$ cat src/prot_pkg.sv
// Shared constants and types for the charger protection sequencer
package prot_pkg;
  // Timing figures in clock cycles at 20 MHz; actual durations are parameters of the top
  localparam int unsigned settle_cycles_default = 32'd20000;
  localparam int unsigned ov_recovery_cycles_default = 32'd2000;
  localparam int unsigned oc_blank_cycles_default = 32'd100;
  localparam int unsigned oc_retry_cycles_default = 32'd20000;
  localparam int timer_width = 24;
  localparam int ramp_width = 4;
  localparam logic [ramp_width-1:0] ramp_full = 4'hf;
  localparam logic [ramp_width-1:0] ramp_zero = 4'h0;
  localparam int count_width = 4;
  localparam logic [count_width-1:0] fault_limit = 4'hf;
  localparam logic [count_width-1:0] count_zero = 4'h0;
  localparam logic [count_width-1:0] count_one = 4'h1;
  localparam int sync_stages = 2;
  localparam int comparator_count = 6;
  // Index of each comparator in the synchronised vector
  localparam int idx_undervoltage_lockout = 0;
  localparam int idx_in_ov = 1;
  localparam int idx_in_hys = 2;
  localparam int idx_oc = 3;
  localparam int idx_bat_ov = 4;
  localparam int idx_hot = 5;
  typedef enum logic [2:0] {
    st_settle, st_on, st_ov_wait, st_oc_off, st_bat_off, st_hot_off, st_disabled, st_locked
  } state_type;
endpackage

$ cat src/sync_if.sv
// Interface carrying raw and synchronised comparator results
`timescale 1ns/100ps
interface sync_if;
  import prot_pkg::*;
  logic [comparator_count-1:0] raw;
  logic [comparator_count-1:0] clean;
  modport source (output raw, input clean);
  modport sync (input raw, output clean);
endinterface // sync_if

$ cat src/charger_protection_sequencer.sv
// Fault sequencer for the charger front-end protection switch
// What this block does
// - Below lockout: switch off, alarm released
// - Rising above lockout resets all state
// - Wait settle time, then turn on if safe
// - Power-up turn-on ramps gate softly
// - Overvoltage after settle: stay off, alarm
// - Input overvoltage: immediate off, alarm low
// - Recover after hysteresis held for recovery delay
// - Overcurrent starts blanking; brief ones pass
// - Persistent overcurrent: off for retry, then on
// - Count overcurrent trips; fifteenth locks off
// - Power cycle clears counters and lockout
// - Overcurrent turn-off uses soft-stop ramp
// - Battery overvoltage: switch off, alarm low
// - Battery recovery after hysteresis: switch on
// - Count battery faults; fifteenth locks off
// - Battery fault turn-off ramps gate down
// - Overtemperature off; back on after cooling
// - Enable high keeps switch off
// - Disable then enable clears counters, lockout
// - Floating enable reads as enabled
// - Alarm only when enabled and faulted
`timescale 1ns/100ps
module charger_protection_sequencer #(
  parameter int unsigned settle_cycles = prot_pkg::settle_cycles_default,
  parameter int unsigned ov_recovery_cycles = prot_pkg::ov_recovery_cycles_default,
  parameter int unsigned oc_blank_cycles = prot_pkg::oc_blank_cycles_default,
  parameter int unsigned oc_retry_cycles = prot_pkg::oc_retry_cycles_default
) (
  input wire logic mclk,
  input wire logic sys_rst,
  input wire logic supply_above_lockout,
  input wire logic input_overvoltage,
  input wire logic input_below_hysteresis,
  input wire logic overcurrent_trip,
  input wire logic battery_overvoltage,
  input wire logic die_overtemperature,
  input wire logic enable_n,
  output logic pass_switch,
  output logic [prot_pkg::ramp_width-1:0] gate_level,
  output logic current_limit_active,
  output logic fault_n_out,
  output logic fault_n_oe,
  output logic [prot_pkg::count_width-1:0] oc_count_out,
  output logic [prot_pkg::count_width-1:0] bat_count_out
);
  import prot_pkg::*;

  // Comparators are free-running analog levels, so each passes two flops
  sync_if cmp ();
  input_sync u_sync (
    .mclk(mclk),
    .sys_rst(sys_rst),
    .port(cmp)
  );
  assign cmp.raw = {die_overtemperature, battery_overvoltage, overcurrent_trip,
                    input_below_hysteresis, input_overvoltage, supply_above_lockout};

  logic powered;
  logic in_ov;
  logic in_hys;
  logic oc;
  logic bat_ov;
  logic hot;
  assign powered = cmp.clean[idx_undervoltage_lockout];
  assign in_ov = cmp.clean[idx_in_ov];
  assign in_hys = cmp.clean[idx_in_hys];
  assign oc = cmp.clean[idx_oc];
  assign bat_ov = cmp.clean[idx_bat_ov];
  assign hot = cmp.clean[idx_hot];

  // Enable pin is a plain level; an open pin is pulled low externally
  logic enabled;
  assign enabled = ~enable_n;

  state_type state;
  state_type next_state;
  logic [timer_width-1:0] timer;
  logic [timer_width-1:0] next_timer;
  logic [timer_width-1:0] blank_timer;
  logic [timer_width-1:0] next_blank_timer;
  logic [count_width-1:0] oc_count;
  logic [count_width-1:0] next_oc_count;
  logic [count_width-1:0] bat_count;
  logic [count_width-1:0] next_bat_count;
  logic [ramp_width-1:0] ramp;
  logic [ramp_width-1:0] next_ramp;
  logic next_alarm;
  logic next_limiting;
  logic next_pass_switch;
  logic next_fault_n_oe;

  // Last cycle of each window; every timer counts up from zero
  localparam logic [timer_width-1:0] settle_last = timer_width'(settle_cycles - 1);
  localparam logic [timer_width-1:0] ov_last = timer_width'(ov_recovery_cycles - 1);
  localparam logic [timer_width-1:0] blank_last = timer_width'(oc_blank_cycles - 1);
  localparam logic [timer_width-1:0] retry_last = timer_width'(oc_retry_cycles - 1);
  localparam logic [timer_width-1:0] timer_zero = '0;
  localparam logic [timer_width-1:0] timer_one = timer_width'(1);

  logic oc_expired;
  assign oc_expired = oc && (blank_timer == blank_last);

  always_comb begin
    next_state = state;
    next_timer = timer;
    next_oc_count = oc_count;
    next_bat_count = bat_count;
    if (!powered) begin
      // Held at initial state until supply is above lockout
      next_state = st_settle;
      next_timer = timer_zero;
      next_oc_count = count_zero;
      next_bat_count = count_zero;
    end else if (!enabled) begin
      // Disable clears counters and lockout so re-enable starts fresh
      next_state = st_disabled;
      next_timer = timer_zero;
      next_oc_count = count_zero;
      next_bat_count = count_zero;
    end else begin
      unique case (state)
        st_settle: begin
          // Settle wait restarts on every power-up and every re-enable
          if (timer == settle_last) begin
            next_timer = timer_zero;
            if (in_ov) begin
              next_state = st_ov_wait;
            end else if (bat_ov) begin
              next_state = st_bat_off;
            end else if (hot) begin
              next_state = st_hot_off;
            end else begin
              next_state = st_on;
            end
          end else begin
            next_timer = timer + timer_one;
          end
        end
        st_disabled: begin
          next_state = st_settle;
          next_timer = timer_zero;
        end
        st_on: begin
          // Overvoltage wins; it needs no deglitch
          if (in_ov) begin
            next_state = st_ov_wait;
            next_timer = timer_zero;
          end else if (hot) begin
            next_state = st_hot_off;
          end else if (bat_ov) begin
            next_bat_count = bat_count + count_one;
            next_state = (bat_count + count_one == fault_limit) ? st_locked : st_bat_off;
          end else if (oc_expired) begin
            next_oc_count = oc_count + count_one;
            next_state = (oc_count + count_one == fault_limit) ? st_locked : st_oc_off;
            next_timer = timer_zero;
          end
        end
        st_ov_wait: begin
          // Count only while input sits below the hysteresis level
          if (in_ov || !in_hys) begin
            next_timer = timer_zero;
          end else if (timer == ov_last) begin
            next_state = st_on;
            next_timer = timer_zero;
          end else begin
            next_timer = timer + timer_one;
          end
        end
        st_oc_off: begin
          // Off time runs from a fully discharged gate, after the soft-stop
          if (in_ov) begin
            next_state = st_ov_wait;
            next_timer = timer_zero;
          end else if (hot) begin
            next_state = st_hot_off;
          end else if (ramp != ramp_zero) begin
            next_timer = timer_zero;
          end else if (timer == retry_last) begin
            next_state = st_on;
            next_timer = timer_zero;
          end else begin
            next_timer = timer + timer_one;
          end
        end
        st_bat_off: begin
          // Comparator carries the hysteresis, so its fall is the recovery point
          if (in_ov) begin
            next_state = st_ov_wait;
            next_timer = timer_zero;
          end else if (hot) begin
            next_state = st_hot_off;
          end else if (!bat_ov) begin
            next_state = st_on;
          end
        end
        st_hot_off: begin
          // Comparator releases only below the cooling threshold
          if (in_ov) begin
            next_state = st_ov_wait;
            next_timer = timer_zero;
          end else if (!hot) begin
            next_state = st_on;
          end
        end
        st_locked: begin
          // Only a power cycle or an enable cycle leaves the lockout
          next_state = st_locked;
        end
      endcase
    end
  end

  // Blanking timer runs only while the current limit is engaged
  always_comb begin
    next_blank_timer = timer_zero;
    next_limiting = 1'b0;
    if (powered && enabled && state == st_on && oc) begin
      next_limiting = 1'b1;
      next_blank_timer = oc_expired ? timer_zero : blank_timer + timer_one;
    end
  end

  // Gate ramp: up on each turn-on, down gradually on current or battery trips
  // Follows the state being entered, so a hard cut lands in the same cycle
  always_comb begin
    next_ramp = ramp;
    if (!powered || !enabled || next_state == st_ov_wait || next_state == st_hot_off) begin
      next_ramp = ramp_zero;
    end else if (next_state == st_on) begin
      if (ramp != ramp_full) begin
        next_ramp = ramp + 4'h1;
      end
    end else if (next_state == st_oc_off || next_state == st_bat_off || next_state == st_locked) begin
      if (ramp != ramp_zero) begin
        next_ramp = ramp - 4'h1;
      end
    end else begin
      next_ramp = ramp_zero;
    end
  end

  // Alarm only with supply up and device enabled
  always_comb begin
    next_alarm = 1'b0;
    if (powered && enabled) begin
      unique case (next_state)
        st_ov_wait, st_oc_off, st_bat_off, st_hot_off, st_locked: next_alarm = 1'b1;
        st_settle, st_on, st_disabled: next_alarm = 1'b0;
      endcase
    end
  end

  // Sequencer state, timers, counters and ramp
  always_ff @(posedge mclk or posedge sys_rst) begin
    if (sys_rst) begin
      state <= st_settle;
      timer <= '0;
      blank_timer <= '0;
      oc_count <= '0;
      bat_count <= '0;
      ramp <= '0;
    end else begin
      state <= next_state;
      timer <= next_timer;
      blank_timer <= next_blank_timer;
      oc_count <= next_oc_count;
      bat_count <= next_bat_count;
      ramp <= next_ramp;
    end
  end

  // Open drain: oe low sinks the alarm pin, otherwise the pull-up wins
  always_comb begin
    next_pass_switch = (next_ramp != ramp_zero);
    next_fault_n_oe = ~next_alarm;
  end

  // Output flops; oe low means the pin is pulled low
  always_ff @(posedge mclk or posedge sys_rst) begin
    if (sys_rst) begin
      pass_switch <= 1'b0;
      gate_level <= '0;
      current_limit_active <= 1'b0;
      fault_n_out <= 1'b0;
      fault_n_oe <= 1'b1;
      oc_count_out <= '0;
      bat_count_out <= '0;
    end else begin
      pass_switch <= next_pass_switch;
      gate_level <= next_ramp;
      current_limit_active <= next_limiting;
      fault_n_out <= 1'b0;
      fault_n_oe <= next_fault_n_oe;
      oc_count_out <= next_oc_count;
      bat_count_out <= next_bat_count;
    end
  end
endmodule // charger_protection_sequencer

$ cat src/input_sync.sv
// Two-flop synchroniser bank for the comparator inputs
`timescale 1ns/100ps
module input_sync (
  input wire logic mclk,
  input wire logic sys_rst,
  sync_if.sync port
);
  import prot_pkg::*;
  logic [comparator_count-1:0] stage1;
  logic [comparator_count-1:0] stage2;
  logic [comparator_count-1:0] next_stage1;
  logic [comparator_count-1:0] next_stage2;
  always_comb begin
    next_stage1 = port.raw;
    next_stage2 = stage1;
  end
  always_ff @(posedge mclk or posedge sys_rst) begin
    if (sys_rst) begin
      stage1 <= '0;
      stage2 <= '0;
    end else begin
      stage1 <= next_stage1;
      stage2 <= next_stage2;
    end
  end
  assign port.clean = stage2;
endmodule // input_sync

$ cat config.mk
export PLATFORM = sky130hd
export DESIGN_NAME = charger_protection_sequencer
export DESIGN_NICKNAME = d
export VERILOG_FILES = /design/src/prot_pkg.sv /design/src/sync_if.sv /design/src/charger_protection_sequencer.sv /design/src/input_sync.sv
export SDC_FILE = /design/constraint.sdc
export NUM_CORES = 1
export LEC_CHECK = 0
export BUFFER_PORTS_ARGS = -buffer_cell sky130_fd_sc_hd__buf_4
export CAP_MARGIN = 20
export CORE_MARGIN = 2
export CORE_UTILIZATION = 60
export CTS_BUF_LIST = sky130_fd_sc_hd__clkbuf_8
export CTS_CLUSTER_DIAMETER = 60
export DETAILED_ROUTE_END_ITERATION = 7
export PLACE_DENSITY = 0.78
export SLEW_MARGIN = 20
export SYNTH_ARGS = -nofsm -noshare
export SYNTH_HDL_FRONTEND = slang
export SYNTH_SLANG_ARGS = --single-unit
$ cat constraint.sdc
create_clock -name mclk -period 4.9 [get_ports mclk]
set_input_delay 0 -clock mclk [delete_from_list [all_inputs] [get_ports mclk]]
set_output_delay 0 -clock mclk [all_outputs]
set_load 0.01 [all_outputs]
==> results of run 1 <==
## power groups by stage
| stage | Combinational (mW) | Sequential [mW] | Clock (mW) |
|---|---|---|---|
| finish | 0.173 | 0.688 | 0.480 |
| global route | 0.194 | 0.692 | 0.513 |
| CTS | 0.173 | 0.688 | 0.490 |
| detailed placement | 0.168 | 0.701 | 0 |
| global placement | 0.169 | 0.700 | 0 |
| floorplan | 0.118 | 0.696 | 0 |
## kinds of logic after synthesis
kind of cell             Yosys count
adder cells (fa/ha/maj)            9
AO/OA/AOI/OAI                     83
AND/OR/NAND/NOR                  223
other                              1
XOR/XNOR                          31
buffers and inverters             35
flip-flops                        78
multiplexers                       3
## repair_timing
action	4_1_cts	5_1_grt
hold buffers	7	0
endpoints found under the setup margin	0	0
hold endpoints to repair	83	0
## cells in the mapped netlist (3+ instances only)
library cell / number / area share [%]
a21oi_1: 15 / 1.8
a31oi_1: 6 / 0.88
and2_1: 5 / 0.73
and3_1: 16 / 2.3
buf_2: 3 / 0.35
buf_4: 3 / 0.53
clkbuf_1: 10 / 0.88
dfrtp_1: 77 / 45
ha_1: 9 / 2.6
inv_1: 18 / 1.6
nand2_1: 36 / 3.2
nand2b_1: 12 / 1.8
nand3_1: 26 / 3.1
nand4_1: 8 / 1.2
nor2_1: 56 / 4.9
nor2b_1: 8 / 1.2
nor3_1: 10 / 1.2
nor4_1: 6 / 0.88
nor4b_1: 4 / 0.82
o21ai_0: 29 / 3.4
o31ai_1: 7 / 1.2
o41ai_1: 3 / 0.62
or3_1: 8 / 1.2
or4_1: 5 / 0.88
or4_4: 3 / 0.79
xnor2_1: 15 / 3.1
xor2_1: 16 / 3.3
## path summary, 6_finish.rpt
check                                 startpoint  slack (ns)                     to  cells past startpoint
max                              blank_timer[17]        1.09            pass_switch                      9
min                                     enable_n        0.10             fault_n_oe                      3
max reg2reg                      blank_timer[17]        1.09            pass_switch                      9
min reg2reg                u_sync.next_stage2[2]        0.36   u_sync.port.clean[2]                      0
max in group asynchronous                sys_rst        3.74          gate_level[3]                      4
min in group asynchronous                sys_rst        0.48  u_sync.next_stage2[3]                      4
## flip-flops by register name, summed over array words and instances, names as in the netlist
name	cells
u_sync.port.clean	6
state	3
blank_timer	24
oc_count_out	4
current_limit_active	1
pass_switch	1
u_sync.next_stage2	6
gate_level	4
timer	24
bat_count_out	4
fault_n_oe	1
## final cells by class
class                   instances  area, sq um
flip-flops and latches         78         1950
fillers                       543         2060
inverters                      18         67.6
repair buffers                 33          265
multi-input cells             350         2160
well taps                      96          120
clock buffers                   9          124
clock inverters                 7         73.8
## worst max-delay path, cell delays in order (launching register included)
cell and delay, ns:
dfrtp_1 0.42, or4_1 0.53, or4_4 0.52, nor2_1 0.15, o2111ai_1 0.17, o31ai_2 0.49, mux2_4 0.38, a22o_1 0.22
a211o_1 0.32, or4_1 0.49
## metal layers
| metal | vias up | wire (microns) |
|---|---|---|
| met2 | 109 | 4340 |
| met4 | 0 | 73 |
| met5 | - | 0 |
| li1 | 1696 | - |
| met1 | 1680 | 4060 |
| met3 | 5 | 463 |
## per-stage QoR
| stage | cell area [sq um] | std cells | util [%] | power (mW) | worst slack, ns |
|---|---|---|---|---|---|
| 2_1_floorplan | 4260 | 463 | - | 0.814 | 1.37 |
| 3_3_place_gp | 4500 | 568 | 65.9 | 0.869 | 1.19 |
| 3_5_place_dp | 4500 | 568 | 65.9 | 0.869 | 1.11 |
| 4_1_cts | 4770 | 591 | 69.8 | 1.35 | 1.10 |
| 5_1_grt | 4770 | 591 | 69.8 | 1.40 | 0.971 |
| 6_report | 4770 | 591 | 69.8 | 1.34 | 1.09 |
==> results.md, run 1 <==
* Logic pwr share at 12.9%
* EDFF count, synth at 0
* Yosys Warn Count at 0
* DPL Wire Length at 6010 microns
* RSZ-0062 raised after global routing: no
* Mux contribution to synthesized area at less than 1%
* CTS Sinks at 78
* Post-layout net count at slightly above 500
* Distinct cells, synth at 67
* Clock buffer depth at 2
* Avg Inst Size Synth at 9.21 sq um
* MaxCap Viol Count at 0
* CTS tree: yes
* Final min period at 3.81 ns
* Static Leak at about 2 nW
* Startpoint Class: register
* Met3 GRT Util at 6.25%
* Internal Pwr Total at between 0.9 and 1 mW
* Post-synth ARST share at 100%
* Commonest cells after routing, fill and taps aside: dfrtp_1, nor2_1, nand2_1, o21ai_0
* Initial antenna violation count at 0
* Post-synthesis cell area at 4260 sq um
* Starting Density at 62.4%
* CP arrival at 4.04 ns
* Setup-failing EPs final at 0
* Period utilization at slightly below 80%
* Rel. slew slack at between 30% and 40%
* Clock share of power at 35.8%
* Detailed-route DRC error count at 0
* Routed wire length at a little under 9000 microns
* Die height at 88.3 microns
* Final Hold Vio Count at 0
* Post-synthesis simple-gate area fraction at 28.4%
* Synth Register Bits at 78
* Top_reg_cell synth: dfrtp_1
* Iteration-0 DRC Markers at between 200 and 250
* Clk_lat worst skew at 0.36 ns
* Clock transition at the registers of the reported paths at around 0.080 ns
* Largest net degree at the start of global routing at 79
* Worst Path Max Fanout at 8
* Synth Area in Compound Gates at approximately an eighth
* GPL Wtd Cong at 0.900
* TNS Setup at 0 ns
* Commonest non-fill, non-tap cell in the layout: dfrtp_1
* Avg WL per Cell at 15.1 microns
* Syn_nets at 481
* Post-synthesis xor/xnor area fraction at 6.37%
* Met1 Resource Use GR at 32.7%
* # rows at 30
* Area of the core at 6830 sq um
* I/O Buffers at 23
* Worst-Margin Slew at approximately 1 ns
* Gr ovfl total at 0
* Hold crit path type: input pin to register
* Gr busiest metal: met2
* Seq/Total Area, Yosys at between 40% and 50%
* Die area at 7800 sq um
* First-pass GRT wire length at 14,800 microns
* Largest family of logic cells by synthesized area: simple AND/OR/NAND/NOR gates
* Net Sw Power at 0.366 mW
* Post-synthesis adder-cell area fraction at 2.64%
* FMAX at 0.262 GHz
* Grt met2 use at 40.0%
* Max H-tree Level at 3
* First-pass DRT Iterations at 5
* Hold Slack at 0.103 ns
* Chip width at 88.3 microns
* Reg power frac at 51.3%
* Layout cells sized above 1 at approximately 12%
* Area growth from synthesis to layout at 11.8%
* Peak supply drop at ~0.00024 V
* Final Max Tran Viols at 0
* Total CTS buffers at 9
* Avg Vias per Cell at approximately 5.9
* Status: completed
* CP Data Required Time at slightly above 5 ns
* Worst Skew at 0.0121 ns
* Antenna-violating nets left at 0
* Mapped Cells at around 460
* Cts repair resizes at 0
* Total vias in the final route at 3,490
* # diodes at 0
* Root Buffer: clkbuf_8
* Number of global-route vias before repair at roughly 3,300
* Pwr/cell area at 281 nW/um^2
* Net Sw Frac at 27.3%
* Setup Crit Path Kind: register to register
* Post-CTS Setup Inserts at 0
* GRT Overall Usage at about a quarter
* CP Capture Type: register
* IO Count at 25
(Power assumes the default switching activity.)
==> run 2: changes to the inputs <==
Settings changed: ABC_AREA from default to 1, CORE_UTILIZATION 60 to 57, PLACE_DENSITY 0.78 to 0.77.
Clock period 4.9 ns to 3.36 ns, I/O delays scaled along.
==> results.md, run 2 <==
* Status: completed
* RSZ-0062 raised after global routing: no
* Antenna-violating nets left at 0
* Filler cells at between 600 and 700
* Top_reg_cell synth: dfrtp_1
* Gr ovfl total at 0
* Cells along the critical path: inv_1, ha_1, nand2_1, nor2_1, nand3_1, a32o_1, a21oi_2, nor2_2, inv_2, o21ai_0, a21oi_1
* Yosys Warn Count at 0
* Number of global-route vias before repair at 3,595
* Largest net degree at the start of global routing at 54
* R2R depth at 11
* Starting Density at 58.0%
* CP arrival at 2.75 ns
* Critical path's top delay family: compound AO/OA/AOI/OAI gates
* Worst Skew at 0.00916 ns
* I/O Buffers at 23
* Commonest cells after routing, fill and taps aside: nand2_1, dfrtp_1, inv_1, nor2_1, nand3_1
* EDFF count, synth at 0
* Setup Crit Path Kind: register to register
* Crit path max-delay cell type: dfrtp_1
* Iteration-0 DRC Markers at 213
* Period utilization at 74.0%
* Synth Register Bits at a little under 80
* Worst r2r src: gate_level[0]
* CP Capture Type: register
* Avg Vias per Cell at between 5 and 6
* Slowest stage delay, CP at roughly 0.46 ns
* Top cells by instance count after synthesis: nand2_1, dfrtp_1, inv_1, nor2_1, nand3_1
* Hold path depth at 7
* Post-CTS Setup Inserts at 0
* Rel. slew slack at around two fifths
* CTS Sinks at slightly below 80
* Clk_lat worst skew at 0.35 ns
* Max H-tree Level at 3
* Area contributors post-synth: dfrtp_1, nand2_1, inv_1, nor2_1, nand3_1
* FMAX at 0.402 GHz
* Clock buffer depth at 2
* Area of the core at approximately 7600 sq um
* Worst R2R Setup Slack at 0.87 ns
* Syn_nets at ~590
* Static Leak at 2.26 nW
* Routed wire length at between 9000 and 10,000 microns
* Post-synth top area cell: dfrtp_1
* MaxCap Viol Count at 0
* Post-synthesis cell area at 4440 sq um
* Total vias in the final route at 3,855
* Avg WL per Cell at 12.8 microns
* Layout cells sized above 1 at 15.1%
* Die height at 92.2 microns
* Final Cell Area at 4990 sq um
* Placed cell area at between 4000 and 5000 sq um
* WHS Endpoint: state[2]
* Setup-failing EPs final at 0
* Die area at 8510 sq um
* CP bufs+invs at 2
* Distinct cells, synth at 48
* Worst R2R End: timer[22]
* # rows at 32
* First-pass DRT Iterations at 5
* Chip width at 92.2 microns
* GPL Wtd Cong at 0.881
* Mapped Cells at approximately 570
* Launch point of the worst hold path: enable_n
* DPL Wire Length at 6730 microns
* Peak supply drop at roughly 0.00032 V
* Post-synth ARST share at 100%
* Clock transition at the registers of the reported paths at 0.08 ns
* CP Data Required Time at 3.62 ns
* Final Max Tran Viols at 0
* IO Count at 25
* Worst Path Max Fanout at 10
* Cell with the most instances after synthesis: nand2_1
* Total CTS buffers at 9
* Commonest non-fill, non-tap cell in the layout: nand2_1
* Hold crit path type: input pin to register
* First-pass GRT wire length at 15,900 microns
* # diodes at 0
* Pwr/cell area at 416 nW/um^2
* Avg Inst Size Synth at 7.82 sq um
* Largest regs: blank_timer x24, timer x24
* Initial antenna violation count at 0
* Startpoint Class: register
* Detailed-route DRC error count at 0
* CTS tree: yes
* Worst-Margin Slew at 0.904 ns
* Synth top area share at 43.4%
* Post-layout net count at 623
* Final min period at around 2.5 ns
* TNS Setup at 0 ns
* Final Hold Vio Count at 0
* Root Buffer: clkbuf_8
* Area growth from synthesis to layout at 12.4%
* GRT Overall Usage at 23.2%
* Seq/Total Area, Yosys at 44.0%
==> run 2: worst max path at each step <==
stage / endpoint / depth (start not counted) / slack, ns / startpoint
2_1_floorplan: pass_switch / 17 / 1.31 / gate_level[0]
5_1_grt: timer[16] / 11 / 0.57 / gate_level[0]
3_5_place_dp: timer[22] / 11 / 0.87 / gate_level[0]
6_report: timer[22] / 11 / 0.87 / gate_level[0]
4_1_cts: timer[22] / 11 / 0.85 / gate_level[0]
3_3_place_gp: timer[7] / 11 / 1.0 / gate_level[0]
==> run 2: through the flow <==
step | util [%] | hold WS [ns] | worst slack, ns | instances | total power, mW
4_1_cts | 65.2 | 0.119 | 0.846 | 712 | 2.09
6_report | 65.2 | 0.131 | 0.873 | 712 | 2.07
3_3_place_gp | 61.7 | 0.109 | 0.996 | 689 | 1.37
3_5_place_dp | 61.7 | 0.110 | 0.868 | 689 | 1.38
2_1_floorplan | - | 0.0314 | 1.31 | 567 | 1.28
5_1_grt | 65.2 | 0.176 | 0.567 | 712 | 2.19
==> run 2: what timing repair did <==
action	in CTS	in global routing
hold endpoints to repair	57	0
gates resized for setup	0	0
hold buffers	7	0
==> run 2: logic make-up (layout without fill, tap and decap cells) <==
kind of cell,Yosys count,count (layout),share of synthesized area [%]
XOR/XNOR,15,15,2.96
buffers and inverters,90,133,7.90
flip-flops,78,78,44.0
AND/OR/NAND/NOR,291,291,31.8
AO/OA/AOI/OAI,83,83,10.7
other,1,1,0.0845
adder cells (fa/ha/maj),9,9,2.54
==> run 2: area by class of cell <==
type	count	area (sq um)	share of cell area, %
tap	102	128	2.56
clock inverter	5	48.8	0.978
multi-input combinational	399	2130	42.8
inverter	86	324	6.50
clock buffer	11	151	3.03
sequential	78	1950	39.2
timing repair buffer	31	250	5.02
==> run 2: power by group <==
part	switching (mW)	total, mW	internal [mW]
Sequential	0.0455	1.02	0.976
Clock	0.325	0.702	0.377
Combinational	0.212	0.350	0.138
==> run 2: per-layer routing <==
metal  global-route usage [%]  share of wire [%]  vias to the layer above
met5                        0                  0                        -
met4                     9.45                1.5                        0
met3                     3.70                4.3                       13
met2                     37.1                 48                      102
met1                     31.6                 46                     1805
li1                         -                  -                     1935
==> run 2: worst register-to-register path, delay by kind of cell (launching register included) <==
kind,cells,cell delay (ns)
AND/OR/NAND/NOR,4,0.71
buffers and inverters,2,0.32
adder cells (fa/ha/maj),1,0.17
AO/OA/AOI/OAI,4,0.75
flip-flops,1,0.46
==> run 3: changes to the inputs <==
Clock period 3.36 ns to 2.1 ns, I/O delays scaled along.
==> results.md, run 3 (same netlist as run 2, synthesis figures left out) <==
* Area of the core at ~7600 sq um
* I/O Buffers at 23
* Largest regs: blank_timer x24, timer x24
* FMAX at around 0.41 GHz
* # diodes at 0
* Avg WL per Cell at 15.3 microns
* Chip width at 92.2 microns
* Setup Crit Path Kind: register to register
* MaxCap Viol Count at 0
* Antenna-violating nets left at 0
* Setup-failing EPs final at 24
* FF+latch area at 1960 sq um
* CTS Sinks at 78
* Routed length on met2 at 6130 microns
* Worst Skew at 0.0112 ns
* Startpoint Class: register
* Avg Vias per Cell at 5.55
* Worst-Margin Slew at 0.592 ns
* Starting Density at between 50% and 60%
* Static Leak at 2.82 nW
* Clock buffer depth at 2
* Failing checks: setup timing
* CP Data Required Time at around 2.4 ns
* First-pass GRT wire length at about 18,000 microns
* Placed Cells at around 750
* Clk_lat worst skew at 0.36 ns
* Iteration-0 DRC Markers at about 350
* Gr ovfl total at 0
* Commonest cells after routing, fill and taps aside: buf_4, nand2_1, dfrtp_1, inv_1, nor2_1
* Root Buffer: clkbuf_8
* GPL Wtd Cong at 0.929
* CTS tree: yes
* Commonest non-fill, non-tap cell in the layout: buf_4
* Final Hold Vio Count at 0
* TNS Setup at -3.16 ns
* Tot Pwr at ~3.5 mW
* Detailed-route DRC error count at 0
* WL met3 at 709 microns
* Area growth from synthesis to layout at 35.4%
* Fin cells at 802
* Peak supply drop at 0.000604 V
* CP Capture Type: register
* Final core utilization at 78.6%
* Largest net degree at the start of global routing at 48
* # rows at 32
* Routed wire length at around 12,000 microns
* First-pass DRT Iterations at 5
* Status: complete, but fails checks
* Multi-input combinational cell area at around 2400 sq um
* Period utilization at 117%
* IO Count at 25
* Max H-tree Level at 3
* Post-layout net count at 713
* Die height at 92.2 microns
* Final min period at 2.47 ns
* Hold Slack at 0.125 ns
* Total CTS buffers at 9
* Final Max Tran Viols at 0
* Worst Path Max Fanout at 4
* Total vias in the final route at 4,453
* Number of global-route vias before repair at 4,033
* Rel. slew slack at 60.5%
* M1 WL at 5070 microns
* Filler cells at roughly 480
* Worst R2R Setup Slack at -0.37 ns
* GRT Overall Usage at approximately a quarter
* Final setup margin at -0.367 ns
* Layout cells sized above 1 at 34.1%
* DPL Wire Length at around 7500 microns
* RSZ-0062 raised after global routing: yes
* Clock transition at the registers of the reported paths at about 0.08 ns
* Uppermost routed layer: met4
* Pwr/cell area at 586 nW/um^2
* Die area at 8510 sq um
* CP arrival at 2.71 ns
* Initial antenna violation count at 0
* Hold crit path type: input pin to register
-- run 3: cell types whose count changed in the layout (fill, tap and decap cells not counted), sizes merged --
cell and delta:
clkbuf +1, bufinv -1, buf +89, clkinvlp +1
-- run 3: worst paths after layout --
kind / startpoint / endpoint / cells past startpoint
hold / removal: enable_n / state[2] / 7
hold reg to reg: u_sync.next_stage2[1] / u_sync.port.clean[1] / 0
setup / recovery: timer[1] / pass_switch / 17
setup reg to reg: timer[1] / pass_switch / 17
max in group asynchronous: sys_rst / blank_timer[20] / 4
min in group asynchronous: sys_rst / timer[8] / 3
-- run 3: routing by layer --
metal	global-route usage, %	up-vias
li1	-	2116
met1	34.2	2111
met2	44.0	181
met3	4.35	45
met4	10.3	0
met5	0	-
-- run 3: power by group --
part / internal [mW] / switching, mW
sequential: 1.56 / 0.0480
combinational: 0.343 / 0.501
clock: 0.518 / 0.548
-- run 3: stage by stage --
step	setup slack, ns	cell area (sq um)
after floorplan	0.0465	4440
after global placement	-0.0207	5150
after detailed placement	-0.176	5150
after CTS	-0.101	5530
after global routing	-0.482	6010
final	-0.367	6010
-- run 3: critical path, cell delays in order, from the launching register on --
cell	delay (ns)
dfrtp_1	0.38
ha_2	0.20
nand2_2	0.08
nor2_4	0.15
nand2_2	0.09
nor2_4	0.17
nand4_1	0.10
nand2_1	0.09
nand2_1	0.06
nand2_1	0.09
nand3_2	0.11
buf_4	0.16
nor2_4	0.07
nand2_2	0.09
nand4_1	0.12
nand2_1	0.11
a21oi_1	0.19
nand2_1	0.08
-- run 3: cell type report --
type                            count  area share [%]
Tap cell                          102            2.12
Inverter                           86            5.48
Clock buffer                       12            2.75
Timing Repair Buffer              120            16.0
Clock inverter                      4           0.354
Multi-Input combinational cell    399            40.6
Sequential cell                    78            32.6
Timing Repair inverter              1           0.104
-- run 3: timing repair --
item                       4_1_cts  5_1_grt
setup buffers                   11       22
setup endpoints to repair       12       33
cloned                           0        1
hold buffers                     7        0
pin swaps                        8       36
hold endpoints to repair        36        0
gates resized for setup         13       83
